`src/hdl/four_port_map.vh`:
```
// Register map and reset values for the four-port parallel I/O block.
// Assumes an APB slave with 32-bit data and one register per word.
`ifndef FOUR_PORT_MAP_VH
`define FOUR_PORT_MAP_VH

// Register indices; byte address is four times the index
`define IDX_PORT_A_OUT 6'h00
`define IDX_PORT_B_OUT 6'h01
`define IDX_PORT_C_OUT 6'h02
`define IDX_PORT_D_OUT 6'h03
`define IDX_PORT_A_DIR 6'h08
`define IDX_PORT_B_DIR 6'h09
`define IDX_PORT_D_DIR 6'h0B
`define IDX_PORT_C_PIN 6'h0C
`define IDX_SYS_CTL_ONE 6'h38
`define IDX_SYS_CTL_TWO 6'h39

// Reset values
`define RST_PORT_A_OUT 8'h00
`define RST_PORT_B_OUT 8'h00
`define RST_PORT_C_OUT 3'h7
`define RST_PORT_D_OUT 8'hFF
`define RST_DIR 8'h00
`define RST_SYS_CTL_ONE 8'h00
`define RST_SYS_CTL_TWO 8'h00

// Field positions
`define BIT_STOP 7
`define BIT_STOP_OUT_EN 4
`define BIT_LOW_OSC_EN 6
`define PIN_STOP_RELEASE 0
`define PIN_LOW_OSC_IN 1
`define PIN_LOW_OSC_OUT 2

// Low-frequency oscillator rate, Hz
`define LOW_OSC_HZ 32768

`endif

```
`src/hdl/four_port_io.v`:
```
// Four parallel I/O ports with APB register access.
// Assumes pins are synchronous to CLK_SYS; the board resolves each pin
// wire from the OUT and OE signals given here.
//
// Contract
// - Each bit of ports A, B, D selectable
// - Direction 0 means input; A reset clears
// - Port A latches reset to zero
// - Port B direction resets to input
// - Port B latches reset to zero
// - Port C three pins, latches reset high
// - Port C latch and pins separate addresses
// - Port C upper read bits undefined
// - Dual-clock mode gives C pins to oscillator
// - Stop mode floats C pin zero always
// - Port D direction resets to input
// - Port D latches reset to ones
// - Read-modify-write reads pins of input bits
// - Port B latch 0x01, direction 0x09
// - Stop bit 7, output enable bit 4
// - Pins sampled at read, change at write

`include "four_port_map.vh"

module four_port_io #(
  parameter A_WIDTH = 8,
  parameter C_WIDTH = 3
) (
  // Clock and reset
  input wire CLK_SYS,
  input wire RST_N,
  // APB slave
  input wire PSEL,
  input wire PENABLE,
  input wire PWRITE,
  input wire [7:0] PADDR,
  input wire [31:0] PWDATA,
  input wire [3:0] PSTRB,
  output wire [31:0] PRDATA,
  output wire PREADY,
  output wire PSLVERR,
  // Port A pins
  input wire [A_WIDTH-1:0] PA_IN,
  output wire [A_WIDTH-1:0] PA_OUT,
  output wire [A_WIDTH-1:0] PA_OE,
  // Port B pins
  input wire [A_WIDTH-1:0] PB_IN,
  output wire [A_WIDTH-1:0] PB_OUT,
  output wire [A_WIDTH-1:0] PB_OE,
  // Port C pins, open drain
  input wire [C_WIDTH-1:0] PC_IN,
  output wire [C_WIDTH-1:0] PC_OUT,
  output wire [C_WIDTH-1:0] PC_OE,
  // Port D pins
  input wire [A_WIDTH-1:0] PD_IN,
  output wire [A_WIDTH-1:0] PD_OUT,
  output wire [A_WIDTH-1:0] PD_OE,
  // System state
  output wire STOP_MODE,
  output wire LOW_OSC_ENABLE
);

  reg [A_WIDTH-1:0] port_a_out_latch_reg;
  reg [A_WIDTH-1:0] port_b_out_latch_reg;
  reg [C_WIDTH-1:0] port_c_out_latch_reg;
  reg [A_WIDTH-1:0] port_d_out_latch_reg;
  reg [A_WIDTH-1:0] port_a_dir_ctl_reg;
  reg [A_WIDTH-1:0] port_b_dir_ctl_reg;
  reg [A_WIDTH-1:0] port_d_dir_ctl_reg;
  reg [7:0] system_ctl_one_reg;
  reg [7:0] system_ctl_two_reg;
  reg [31:0] rdata_reg;
  reg [31:0] rdata_next;
  reg hit_reg;
  reg hit_next;

  wire [5:0] idx;
  wire setup;
  wire access;
  wire wr_en;
  wire [7:0] wbyte;
  wire stop_mode;
  wire stop_out_en;
  wire low_osc_en;
  wire drivers_off;
  wire [A_WIDTH-1:0] port_a_view;
  wire [A_WIDTH-1:0] port_b_view;
  wire [A_WIDTH-1:0] port_d_view;
  wire [C_WIDTH-1:0] port_c_pin_input;
  wire [C_WIDTH-1:0] c_taken;
  wire we_port_a_out;
  wire we_port_b_out;
  wire we_port_c_out;
  wire we_port_d_out;
  wire we_port_a_dir;
  wire we_port_b_dir;
  wire we_port_d_dir;
  wire we_sys_ctl_one;
  wire we_sys_ctl_two;

  assign idx = PADDR[7:2];
  assign setup = PSEL & ~PENABLE;
  assign access = PSEL & PENABLE;
  // Only the low byte lane holds register data
  assign wr_en = access & PWRITE & PSTRB[0] & hit_reg;
  assign wbyte = PWDATA[7:0];

  // One strobe per writable register, none for the read-only port C pin word; an unmapped word writes nothing
  assign we_port_a_out = wr_en & (idx == `IDX_PORT_A_OUT);
  assign we_port_b_out = wr_en & (idx == `IDX_PORT_B_OUT);
  assign we_port_c_out = wr_en & (idx == `IDX_PORT_C_OUT);
  assign we_port_d_out = wr_en & (idx == `IDX_PORT_D_OUT);
  assign we_port_a_dir = wr_en & (idx == `IDX_PORT_A_DIR);
  assign we_port_b_dir = wr_en & (idx == `IDX_PORT_B_DIR);
  assign we_port_d_dir = wr_en & (idx == `IDX_PORT_D_DIR);
  assign we_sys_ctl_one = wr_en & (idx == `IDX_SYS_CTL_ONE);
  assign we_sys_ctl_two = wr_en & (idx == `IDX_SYS_CTL_TWO);

  assign stop_mode = system_ctl_one_reg[`BIT_STOP];
  assign stop_out_en = system_ctl_one_reg[`BIT_STOP_OUT_EN];
  assign low_osc_en = system_ctl_two_reg[`BIT_LOW_OSC_EN];
  assign drivers_off = stop_mode & ~stop_out_en;

  // Input-mode bits read the pin, output-mode bits the latch
  assign port_a_view = (port_a_dir_ctl_reg & port_a_out_latch_reg)
                     | (~port_a_dir_ctl_reg & PA_IN);
  assign port_b_view = (port_b_dir_ctl_reg & port_b_out_latch_reg)
                     | (~port_b_dir_ctl_reg & PB_IN);
  assign port_d_view = (port_d_dir_ctl_reg & port_d_out_latch_reg)
                     | (~port_d_dir_ctl_reg & PD_IN);

  // Oscillator pins leave port use in dual-clock mode
  assign c_taken = low_osc_en ?
    ((3'h1 << `PIN_LOW_OSC_IN) | (3'h1 << `PIN_LOW_OSC_OUT)) : 3'h0;
  assign port_c_pin_input = PC_IN & ~c_taken;

  // Address decode and read data, captured in the setup cycle
  always @* begin
    hit_next = 1'h1;
    rdata_next = 32'h0000_0000;
    case (idx)
      `IDX_PORT_A_OUT: begin
        rdata_next[A_WIDTH-1:0] = port_a_view;
      end
      `IDX_PORT_B_OUT: begin
        rdata_next[A_WIDTH-1:0] = port_b_view;
      end
      `IDX_PORT_C_OUT: begin
        // Upper bits carry no meaning; they read zero here
        rdata_next[C_WIDTH-1:0] = port_c_out_latch_reg;
      end
      `IDX_PORT_C_PIN: begin
        rdata_next[C_WIDTH-1:0] = port_c_pin_input;
      end
      `IDX_PORT_D_OUT: begin
        rdata_next[A_WIDTH-1:0] = port_d_view;
      end
      `IDX_PORT_A_DIR: begin
        rdata_next[A_WIDTH-1:0] = port_a_dir_ctl_reg;
      end
      `IDX_PORT_B_DIR: begin
        rdata_next[A_WIDTH-1:0] = port_b_dir_ctl_reg;
      end
      `IDX_PORT_D_DIR: begin
        rdata_next[A_WIDTH-1:0] = port_d_dir_ctl_reg;
      end
      `IDX_SYS_CTL_ONE: begin
        rdata_next[7:0] = system_ctl_one_reg;
      end
      `IDX_SYS_CTL_TWO: begin
        rdata_next[7:0] = system_ctl_two_reg;
      end
      default: begin
        hit_next = 1'h0;
      end
    endcase
  end

  // Pins are sampled at the setup edge, the first state of the read
  always @(posedge CLK_SYS or negedge RST_N) begin
    if (!RST_N) begin
      rdata_reg <= 32'h0000_0000;
      hit_reg <= 1'h0;
    end else if (setup) begin
      rdata_reg <= rdata_next;
      hit_reg <= hit_next;
    end
  end

  // Register writes take effect at the access edge
  always @(posedge CLK_SYS or negedge RST_N) begin
    if (!RST_N) begin
      port_a_out_latch_reg <= `RST_PORT_A_OUT;
    end else if (we_port_a_out) begin
      port_a_out_latch_reg <= wbyte[A_WIDTH-1:0];
    end
  end

  always @(posedge CLK_SYS or negedge RST_N) begin
    if (!RST_N) begin
      port_b_out_latch_reg <= `RST_PORT_B_OUT;
    end else if (we_port_b_out) begin
      port_b_out_latch_reg <= wbyte[A_WIDTH-1:0];
    end
  end

  always @(posedge CLK_SYS or negedge RST_N) begin
    if (!RST_N) begin
      port_c_out_latch_reg <= `RST_PORT_C_OUT;
    end else if (we_port_c_out) begin
      port_c_out_latch_reg <= wbyte[C_WIDTH-1:0];
    end
  end

  always @(posedge CLK_SYS or negedge RST_N) begin
    if (!RST_N) begin
      port_d_out_latch_reg <= `RST_PORT_D_OUT;
    end else if (we_port_d_out) begin
      port_d_out_latch_reg <= wbyte[A_WIDTH-1:0];
    end
  end

  always @(posedge CLK_SYS or negedge RST_N) begin
    if (!RST_N) begin
      port_a_dir_ctl_reg <= `RST_DIR;
    end else if (we_port_a_dir) begin
      port_a_dir_ctl_reg <= wbyte[A_WIDTH-1:0];
    end
  end

  always @(posedge CLK_SYS or negedge RST_N) begin
    if (!RST_N) begin
      port_b_dir_ctl_reg <= `RST_DIR;
    end else if (we_port_b_dir) begin
      port_b_dir_ctl_reg <= wbyte[A_WIDTH-1:0];
    end
  end

  always @(posedge CLK_SYS or negedge RST_N) begin
    if (!RST_N) begin
      port_d_dir_ctl_reg <= `RST_DIR;
    end else if (we_port_d_dir) begin
      port_d_dir_ctl_reg <= wbyte[A_WIDTH-1:0];
    end
  end

  always @(posedge CLK_SYS or negedge RST_N) begin
    if (!RST_N) begin
      system_ctl_one_reg <= `RST_SYS_CTL_ONE;
    end else if (we_sys_ctl_one) begin
      system_ctl_one_reg <= wbyte;
    end
  end

  always @(posedge CLK_SYS or negedge RST_N) begin
    if (!RST_N) begin
      system_ctl_two_reg <= `RST_SYS_CTL_TWO;
    end else if (we_sys_ctl_two) begin
      system_ctl_two_reg <= wbyte;
    end
  end

  // Bus answer: no wait states, error on unmapped words
  assign PREADY = 1'h1;
  assign PSLVERR = access & ~hit_reg;
  assign PRDATA = rdata_reg;

  // Latches drive the pads directly
  assign PA_OUT = port_a_out_latch_reg;
  assign PB_OUT = port_b_out_latch_reg;
  assign PD_OUT = port_d_out_latch_reg;
  // Open drain: only a 0 in the latch pulls the pin
  assign PC_OUT = {C_WIDTH{1'h0}};

  // Driver enables, one per pin
  genvar i;
  generate
    for (i = 0; i < A_WIDTH; i = i + 1) begin : g_pin
      assign PA_OE[i] = port_a_dir_ctl_reg[i] & ~drivers_off;
      assign PB_OE[i] = port_b_dir_ctl_reg[i] & ~drivers_off;
      assign PD_OE[i] = port_d_dir_ctl_reg[i] & ~drivers_off;
    end
    for (i = 0; i < C_WIDTH; i = i + 1) begin : g_pin_c
      if (i == `PIN_STOP_RELEASE) begin : g_rel
        // Must stay an input so the stop-release edge can be seen
        assign PC_OE[i] = ~port_c_out_latch_reg[i] & ~stop_mode
                        & ~c_taken[i];
      end else begin : g_norm
        assign PC_OE[i] = ~port_c_out_latch_reg[i] & ~drivers_off
                        & ~c_taken[i];
      end
    end
  endgenerate

  assign STOP_MODE = stop_mode;
  assign LOW_OSC_ENABLE = low_osc_en;

endmodule

```
`config.mk`:
```
export PLATFORM = sky130hd
export DESIGN_NAME = four_port_io
export DESIGN_NICKNAME = d
export VERILOG_FILES = /design/src/hdl/four_port_io.v
export VERILOG_INCLUDE_DIRS = /design/src /design/src/hdl
export SDC_FILE = /design/constraint.sdc
export NUM_CORES = 1
export LEC_CHECK = 0
export BUFFER_PORTS_ARGS = -buffer_cell sky130_fd_sc_hd__buf_4
export CAP_MARGIN = 20
export CORE_MARGIN = 4
export CORE_UTILIZATION = 50
export DETAILED_ROUTE_END_ITERATION = 16
export GPL_ROUTABILITY_DRIVEN = 0
export PLACE_DENSITY = 0.9
export SKIP_LAST_GASP = 1
export SYNTH_ARGS = -nofsm -noshare
export SYNTH_HDL_FRONTEND = slang
export SYNTH_SLANG_ARGS = --single-unit
```
`constraint.sdc`:
```
create_clock -name CLK_SYS -period 3.6 [get_ports CLK_SYS]
set_clock_uncertainty 0.1 [all_clocks]
set_input_delay 0.18 -clock CLK_SYS [delete_from_list [all_inputs] [get_ports CLK_SYS]]
set_output_delay 0.18 -clock CLK_SYS [all_outputs]
set_load 0.02 [all_outputs]
```
# Word level (Yosys, flattened, before mapping)
# Cells that the tools add are included.
# op_classes
addsub	0
multipliers	0
n_div	0
order_cmp	0
n_eq_ne	9
shifts	0
muxes	4
n_bitwise	71
n_reduce_logical	2
# op_table
operator	n
$and 8x8->8	6
$and 1x1->1	46
$pmux 5 s8	1
$pmux 3 s10	1
$eq 6x4->1 const B	4
$not 8->8	3
$or 8x8->8	3
$eq 6x2->1 const B	2
$eq 6x6->1 const B	2
$not 1->1	11
$reduce_or 10->1	1
$eq 6x1->1 const B	1
$logic_not 6->1	1
$and 3x3->3	1
$mux 3	1
$not 3->3	1
$mux 1	1
# totals
regBits	76
latch_bits	0
ram_bits	0
romBits	0
inputBits	76
output_inout_bits	90
wordCells	97
mem_count	0

# Logic depth before layout (Yosys ltp)
# Gate-level depths: netlist (run 1).
# logic_depth
depth_word	5
ltp_mapped	7
depth_no_buf	5

# Least setup slack after synthesis (run 1)
# Ideal clock, no wire load.
# synth_path
path_type	in2reg
from	input port PADDR[2]
to	register system_ctl_one_reg[0]
t_arrival_ps	1485
path_slack_ps	1890
cell_stages	6
path_buffers	2
cell_sequence	buf_2 -> or2_2 -> buf_2 -> nor2_4 -> nand2_1 -> mux2_2
# synth_between
elab_chain_cells	2
# synth_lines
element	line_no	text
from (decl)	four_port_io.v:36	input wire [7:0] PADDR,
$eq 6x6->1	--	
$and 1x1->1	four_port_io.v:116	assign we_sys_ctl_one = wr_en & (idx == `IDX_SYS_CTL_ONE);
to (signal assigned)	four_port_io.v:249	system_ctl_one_reg <= `RST_SYS_CTL_ONE;
to (signal assigned)	four_port_io.v:251	system_ctl_one_reg <= wbyte;
to (decl)	four_port_io.v:70	reg [7:0] system_ctl_one_reg;
# Every way passes these cells.
# A chain may end at the register's enable or synchronous reset.

# Worst setup path in the final report (run 1)
# layout_path
from	register system_ctl_one_reg[7]
to	output port PC_OE[1]
# layout_between
elab_chain_cells	4
# layout_lines
element	line_no	text
$and 1x1->1	four_port_io.v:122	assign drivers_off = stop_mode & ~stop_out_en;
$not 1->1	four_port_io.v:289	assign PC_OE[i] = ~port_c_out_latch_reg[i] & ~drivers_off
$and 1x1->1	four_port_io.v:289	
$and 1x1->1	four_port_io.v:290	& ~c_taken[i];
to (decl)	four_port_io.v:53	output wire [C_WIDTH-1:0] PC_OE,
# Every way passes these cells.

==> results.tsv, run 1 <==
metric	value	unit
run status	finished clean	
NetSw	476	µW
CTS tree	built	
site row count	33	
data required time at the worst endpoint	3320	ps
deepest level of the CTS H-tree	3	
count of yosys warnings during synthesis	0	
via count	3437	
horizontal die dimension	99.8	µm
biggest fanout along the worst timing path	26	
number of antenna-violating nets in the routed design	0	
first-pass GRT wire length	19100	µm
Crit Path Category	flop to output pin	
share of the core filled with cells in the final layout	63.6	%
maximum achievable frequency	0.437	GHz
Layout Cells excl Fill	586	
Die Area	0.00996	mm²
total wirelength of the detailed-routed design	12000	µm
layout cell share with drive strength beyond 1	47.6	%
measured slew at the worst slew-check pin	974	ps
element type at the critical path end	output pin	
category of the worst setup path launch point	flop	
async set-reset flop share out of synthesis	100	%
ratio of routed vias to standard cells	5.87	
placed wire-length estimate after detailed placement	8440	µm
Post-synth top cells	74 x mux2_2, 65 x dfrtp_1, 28 x buf_4	
clk slew on worst S/H paths	80	ps
proportion of power drawn by flip-flops and latches	46.8	%
hold buffer count at CTS	1	
flip-flop and latch count after synthesis	76	
detailed router's first-iteration violation count	392	
min cycle time layout	2290	ps
Final Hold Fails	0	
largest net degree at the start of global routing	77	
average detailed-routed wire length per instance	20.4	µm
clock sink count	76	
cell types with the largest area share after synthesis	dfrtp_1 39%, mux2_2 20%, dfstp_2 6.9%	
data arrival at the endpoint of the critical path	2010	ps
post-CTS setup-driven buffer insertion count	0	
clock buffer depth	2	
Root Buffer Master	clkbuf_8	
effective utilization at floorplan	51.3	%
overall die height	99.8	µm
total leakage power	2.62	nW
ratio of total power to cell area	360	mW/mm²
core outline area	0.00822	mm²
final period utilization	63.5	%
Synth area leader	dfrtp_1	
Combinational Power Share	11.2	%
Final setup viols	0	
post-detailed-route DRC marker count	0	
final total power	1.88	mW
Max IR drop VDD	0.294	mV
Post-Syn Area per Cell	11.4	µm²
Skew-Pair Late Insertion Delay	360	ps
worst hold-check path type	input pin to flop	
Sum Neg Setup Slack	0	ps
number of max-slew violations in the final report	0	
Syn Std Cell Area	0.00421	mm²
cells after synthesis	369	
first-pass detailed-route iteration total	5	
antenna violations before repair	0	
combined global-route utilization of all metal layers	24.8	%
register area share after synthesis	45.5	%
Final nets	552	
RSZ-0062 raised after global routing	false	
post-CTS sizing	0	
Sw Ratio	25.3	%
clock group share of total power	42.0	%
clock buffer count from CTS	9	
commonest register cell after synthesis	dfrtp_1	
number of different library cells in the post-synthesis netlist	55	
number of global-route vias before repair	3626	
port bufs	108	
Diodes inserted	0	
cell total after placement	569	
Post-synth EDFFs	0	
count of boundary I/O pins	166	
cell-internal power	1.41	mW
# Max-Cap Violations	0	
overflow left after global routing	0	
most used standard cell by instance count after synthesis	mux2_2	
synth-to-layout area growth	24.1	%
post-synth top area share	38.6	%
max_slew headroom	35.1	%
[metal layers]
metal	vias up	track usage, %	part of all wire (%)
li1	1500	-	-
met1	1693	30.5	39
met2	207	39.8	48
met3	37	7.64	9.8
met4	0	11.7	2.9
met5	-	0	0
[layout make-up]
class / instances / area [µm²]
fillers: 633 / 2990
multi-input cells: 272 / 2090
flip-flops and latches: 76 / 1920
well taps: 105 / 131
inverters: 8 / 30.0
clock buffers: 9 / 124
repair buffers: 109 / 821
clock inverters: 7 / 114
[kinds of logic after synthesis]
logic type             Yosys count  synth area share [%]
buffers and inverters           47                  7.16
multiplexers                    77                  20.5
AND/OR/NAND/NOR                 99                  15.7
AO/OA/AOI/OAI                   68                  11.0
flip-flops                      76                  45.5
other                            2                 0.178
[stage by stage]
step                      worst slack [ps]  hold slack [ps]  area (µm²)
after floorplan                       1890             -216        4310
after global placement                1390              273        4980
after detailed placement              1360              285        4980
after CTS                             1280             14.4        5230
after global routing                  1160             28.8        5230
final                                 1310             13.5        5230
[worst max-delay path: stages, from the launching register on]
cell      delay (ps)
dfrtp_1          460
nand2b_1         720
nor3b_1          280
buf_4            170
[power by group through the flow]
stage,combinational [mW],clock [mW],sequential (mW)
final,0.211,0.791,0.882
after global routing,0.227,0.828,0.884
after CTS,0.210,0.792,0.882
after detailed placement,0.208,0,0.899
after floorplan,0.123,0,0.902
after global placement,0.205,0,0.897
[cells in the final DEF (no fill, tap or decap), drive strengths merged, types with 5 or more instances in the layout]
cell and instances:
a221oi 6, buf 108, a21oi 11, conb 28
a22oi 7, a32oi 7, mux2 74, nand2 21
nor2 15, nand2b 5, dfstp 11, clkbuf 9
nor3 6, and2 24, nand3 6, dfrtp 65
inv 9, o21ai 18
[final timing paths]
kind | from | to | slack (ps) | cells after the start
worst max-delay path | system_ctl_one_reg[7]$_DFFE_PN0P_ | PC_OE[1] | 1310 | 3
max in group asynchronous | RST_N | PB_OUT[1]$_DFFE_PN0P_ | 2390 | 2
worst min-delay path | PWDATA[3] | system_ctl_one_reg[3]$_DFFE_PN0P_ | 10 | 2
worst max register to register | hit_reg$_DFFE_PN0P_ | system_ctl_one_reg[0]$_DFFE_PN0P_ | 1480 | 4
worst min register to register | PRDATA[7]$_DFFE_PN0P_ | PRDATA[7]$_DFFE_PN0P_ | 400 | 2
min in group asynchronous | RST_N | PB_OUT[7]$_DFFE_PN0P_ | 400 | 2
Power figures use the tool's default switching activity.
==> inputs of run 2 (changes only) <==
- ABC_AREA: default -> 1
- PLACE_DENSITY: 0.9 -> 0.89
- clock period: 3.6 -> 2.16 ns (I/O delays scaled with it)
==> results.tsv, run 2 <==
metric	value	unit
total wirelength of the detailed-routed design	12900	µm
Final nets	773	
NetSw	773	µW
RSZ-0062 raised after global routing	false	
final period utilization	88.4	%
PnR worst setup slack	250	ps
count of yosys warnings during synthesis	0	
average detailed-routed wire length per instance	15.9	µm
CTS tree	built	
min cycle time layout	1910	ps
overflow left after global routing	0	
post-detailed-route DRC marker count	0	
number of global-route vias before repair	4199	
most common library cell in the layout ignoring fill and taps	nand2_1	
worst hold-check path type	input pin to flop	
deepest level of the CTS H-tree	3	
Die Area	0.0104	mm²
element type at the critical path end	output pin	
Post-Syn Area per Cell	7.49	µm²
clock group share of total power	40.6	%
end of the worst register-to-register path	port_d_dir_ctl_reg[2]$_DFFE_PN0P_	
Root Buffer Master	clkbuf_8	
clk slew on worst S/H paths	80	ps
start point of the critical path	system_ctl_one_reg[7]$_DFFE_PN0P_	
Sw Ratio	25.8	%
run status	finished clean	
maximum achievable frequency	0.524	GHz
setup slack at placement	465	ps
core outline area	0.00864	mm²
number of different library cells in the post-synthesis netlist	27	
Diodes inserted	0	
flip-flop and latch count after synthesis	76	
Post-synth top cells	211 x nand2_1, 65 x dfrtp_1, 57 x nor2_1	
synth-to-layout area growth	22.7	%
clock buffer depth	2	
# Max-Cap Violations	0	
Syn Std Cell Area	0.00441	mm²
post-CTS setup-driven buffer insertion count	0	
data arrival at the endpoint of the critical path	1700	ps
measured slew at the worst slew-check pin	952	ps
most used standard cell by instance count after synthesis	nand2_1	
Crit Path Category	flop to output pin	
Synth area leader	dfrtp_1	
Max IR drop VDD	0.341	mV
Combinational Power Share	11.1	%
category of the worst setup path launch point	flop	
number of antenna-violating nets in the routed design	0	
port bufs	108	
biggest fanout along the worst timing path	13	
cell-internal power	2.22	mW
FF-to-FF Start	hit_reg$_DFFE_PN0P_	
ratio of total power to cell area	553	mW/mm²
cells after synthesis	589	
total leakage power	2.84	nW
largest net degree at the start of global routing	77	
share of the core filled with cells in the final layout	62.6	%
post-synth top area share	36.9	%
slack of the worst reg-to-reg path	550	ps
highest-count cells in the layout ignoring fill and taps	211 x nand2_1, 112 x buf_4, 65 x dfrtp_1, 56 x nor2_1, 43 x o21ai_1	
count of boundary I/O pins	166	
cell types with the largest area share after synthesis	dfrtp_1 37%, nand2_1 18%, dfstp_2 6.6%	
clock sink count	76	
layout cell share with drive strength beyond 1	26.8	%
first-pass GRT wire length	20500	µm
antenna violations before repair	0	
horizontal die dimension	102	µm
overall die height	102	µm
proportion of power drawn by flip-flops and latches	48.4	%
clock buffer count from CTS	9	
effective utilization at floorplan	51.1	%
placed wire-length estimate after detailed placement	9530	µm
Final setup viols	0	
Sum Neg Setup Slack	0	ps
Post-synth EDFFs	0	
commonest register cell after synthesis	dfrtp_1	
Skew-Pair Late Insertion Delay	350	ps
max_slew headroom	36.5	%
detailed router's first-iteration violation count	468	
data required time at the worst endpoint	1950	ps
site row count	34	
number of max-slew violations in the final report	0	
Final Hold Fails	0	
async set-reset flop share out of synthesis	100	%
first-pass detailed-route iteration total	8	
number of cells on the worst reg-to-reg path	5	
via count	4274	
register area share after synthesis	43.4	%
combined global-route utilization of all metal layers	25.5	%
termination of the worst setup path	PD_OE[2]	
ratio of routed vias to standard cells	5.28	
run 2: metal layers:
metal,track usage [%],part of all wire (%)
met1,33.6,40
met5,0,0
met2,40.3,45
met3,5.26,10
met4,12.2,4.5
run 2: layout make-up:
cell class                 count  area (µm²)
sequential                    76        1920
clock inverter                 6        87.6
inverter                      43         161
timing repair buffer         114         861
clock buffer                  10         138
fill                         724        3230
tap                          108         135
multi-input combinational    453        2110
run 2: cell families (layout without fill, tap and decap cells):
logic type             Yosys count  after routing  share of synthesized area (%)
flip-flops                      76             76                           43.4
AO/OA/AOI/OAI                   87             87                           11.5
buffers and inverters           86            173                           11.0
other                            2             28                          0.170
AND/OR/NAND/NOR                338            338                           34.0
run 2: how the worst min path moves through the flow:
stage	startpoint	end	slack, ps	depth (start not counted)
4_1_cts	PSEL	PRDATA[0]$_DFFE_PN0P_	50	5
6_report	PSEL	PRDATA[6]$_DFFE_PN0P_	60	5
5_1_grt	PSEL	PRDATA[6]$_DFFE_PN0P_	90	5
3_5_place_dp	RST_N	PB_OUT[3]$_DFFE_PN0P_	210	1
2_1_floorplan	RST_N	PA_OUT[0]$_DFFE_PN0P_	-290	0
3_3_place_gp	RST_N	PB_OUT[3]$_DFFE_PN0P_	180	1
run 2: per-stage QoR:
stage	std cells	area, µm²	total power, mW	hold WS, ps
2_1_floorplan	615	4510	1.68	-288
3_3_place_gp	792	5160	1.79	185
3_5_place_dp	792	5160	1.80	212
4_1_cts	810	5410	3.00	52.2
5_1_grt	810	5410	3.10	89.9
6_report	810	5410	2.99	59.8
run 2: what timing repair did:
item / in CTS / in global routing
endpoints found under the hold margin: 74 / 0
gates resized for setup: 0 / 0
hold buffers: 2 / 0
endpoints found under the setup margin: 0 / 0
run 2: worst max-delay path, stage by stage, from the launching register on:
cell and delay [ps]:
dfrtp_1 430, inv_1 70, nor2_2 360, buf_4 270, nor2_1 70, buf_4 160
run 2: power by group through the flow:
stage          Combinational (mW)  Clock, mW  Sequential, mW
6_report                    0.332       1.21            1.45
5_1_grt                     0.362       1.29            1.45
4_1_cts                     0.330       1.22            1.45
3_5_place_dp                0.326          0            1.47
3_3_place_gp                0.320          0            1.47
2_1_floorplan               0.201          0            1.48
==> inputs of run 3 (changes only) <==
- REMOVE_ABC_BUFFERS: default -> 1
==> results.tsv, run 3 (synthesis gave the netlist of run 2 again) <==
metric	value	unit
endpoint with the worst hold slack	port_d_dir_ctl_reg[5]$_DFFE_PN0P_	
FF-to-FF Start	hit_reg$_DFFE_PN0P_	
combined global-route utilization of all metal layers	24.4	%
Final nets	777	
layout cell share with drive strength beyond 1	26.8	%
worst hold-check path type	input pin to flop	
Crit Path Category	flop to output pin	
number of cells on the worst reg-to-reg path	5	
start point of the critical path	system_ctl_one_reg[7]$_DFFE_PN0P_	
element type at the critical path end	output pin	
Skew-Pair Late Insertion Delay	360	ps
ratio of total power to cell area	532	mW/mm²
first-pass detailed-route iteration total	5	
biggest fanout along the worst timing path	10	
post-detailed-route DRC marker count	0	
maximum achievable frequency	0.524	GHz
clock sink count	76	
worst hold path depth	3	
total placed instance area	0.00521	mm²
antenna violations before repair	0	
Sum Neg Setup Slack	0	ps
Diodes inserted	0	
ratio of routed vias to standard cells	5.29	
data arrival at the endpoint of the critical path	1700	ps
Final Hold Fails	0	
cell-internal power	2.12	mW
synth-to-layout area growth	22.8	%
Sw Ratio	26.6	%
# Max-Cap Violations	0	
CTS tree	built	
category of the worst setup path launch point	flop	
slack of the worst reg-to-reg path	550	ps
post-CTS setup-driven buffer insertion count	0	
NetSw	766	µW
Final setup viols	0	
overflow left after global routing	0	
Combinational Power Share	11.5	%
Max IR drop VDD	0.241	mV
layout filler cell count	708	
average detailed-routed wire length per instance	15.6	µm
highest-count cells in the layout ignoring fill and taps	211 x nand2_1, 116 x buf_4, 65 x dfrtp_1, 57 x nor2_1, 43 x o21ai_1	
Post-Layout Inst Area	0.00542	mm²
number of antenna-violating nets in the routed design	0	
deepest level of the CTS H-tree	3	
clock buffer depth	2	
clk slew on worst S/H paths	80	ps
count of boundary I/O pins	166	
largest net degree at the start of global routing	77	
effective utilization at floorplan	51.1	%
end of the worst register-to-register path	system_ctl_one_reg[7]$_DFFE_PN0P_	
startpoint of the lowest-slack hold path	PWDATA[5]	
core outline area	0.00864	mm²
RSZ-0062 raised after global routing	false	
site row count	34	
detailed router's first-iteration violation count	383	
Root Buffer Master	clkbuf_8	
proportion of power drawn by flip-flops and latches	50.2	%
final period utilization	88.3	%
clock group share of total power	38.3	%
number of max-slew violations in the final report	0	
port bufs	108	
total leakage power	2.85	nW
via count	4306	
total wirelength of the detailed-routed design	12700	µm
overall die height	102	µm
data required time at the worst endpoint	1950	ps
most common library cell in the layout ignoring fill and taps	nand2_1	
post-CTS sizing	0	
run status	finished clean	
number of global-route vias before repair	4046	
horizontal die dimension	102	µm
Die Area	0.0104	mm²
clock buffer count from CTS	9	
first-pass GRT wire length	19700	µm
placed wire-length estimate after detailed placement	8950	µm
min cycle time layout	1910	ps
run 3: power groups by stage:
stage	clock network [mW]	logic, mW	registers [mW]
2_1_floorplan	0	0.156	1.48
3_3_place_gp	0	0.320	1.47
3_5_place_dp	0	0.325	1.47
4_1_cts	1.10	0.329	1.45
5_1_grt	1.17	0.361	1.45
6_report	1.11	0.331	1.45
run 3: area by class of cell:
cell class	instances	area [µm²]	share of cell area, %
multi-input combinational	453	2110	38.9
clock inverter	3	46.3	0.855
clock buffer	13	149	2.75
inverter	43	161	2.98
sequential	76	1920	35.4
tap	108	135	2.49
timing repair buffer	118	901	16.6
run 3: layer usage:
layer	global-route usage [%]	up-vias	wire length [µm]	part of all wire, %
met2	40.2	250	6170	49
met3	4.57	30	1120	8.8
li1	-	2030	-	-
met4	9.69	0	312	2.5
met1	31.9	1996	5060	40
met5	0	-	0	0
run 3: metrics by stage:
step | instances | hold WS (ps) | power (mW) | util (%) | worst slack [ps]
final | 814 | 37.1 | 2.88 | 62.7 | 252
after global routing | 814 | 56.8 | 2.98 | 62.7 | 213
after CTS | 814 | 31.9 | 2.88 | 62.7 | 265
after detailed placement | 797 | 60.7 | 1.80 | 60.4 | 539
after global placement | 797 | 52.4 | 1.79 | 60.4 | 575
after floorplan | 572 | -288 | 1.64 | - | 283
run 3: repair_timing:
action,CTS,global route
endpoints found under the setup margin,0,0
hold buffers,1,0
hold endpoints to repair,75,0
run 3: critical path, stage by stage, from the launching register on:
cell	delay, ps
dfrtp_1	460
inv_1	60
nor2_1	290
buf_4	270
nor3_1	90
buf_4	170
run 3: how the worst max path moves through the flow:
stage                       endpoint  cells after the start  slack, ps
2_1_floorplan               PC_OE[1]                      3        280
3_3_place_gp   PA_OUT[4]$_DFFE_PN0P_                      7        580
6_report                    PC_OE[2]                      5        250
3_5_place_dp   PA_OUT[2]$_DFFE_PN0P_                      7        540
4_1_cts                     PC_OE[2]                      5        270
5_1_grt                     PC_OE[2]                      5        210
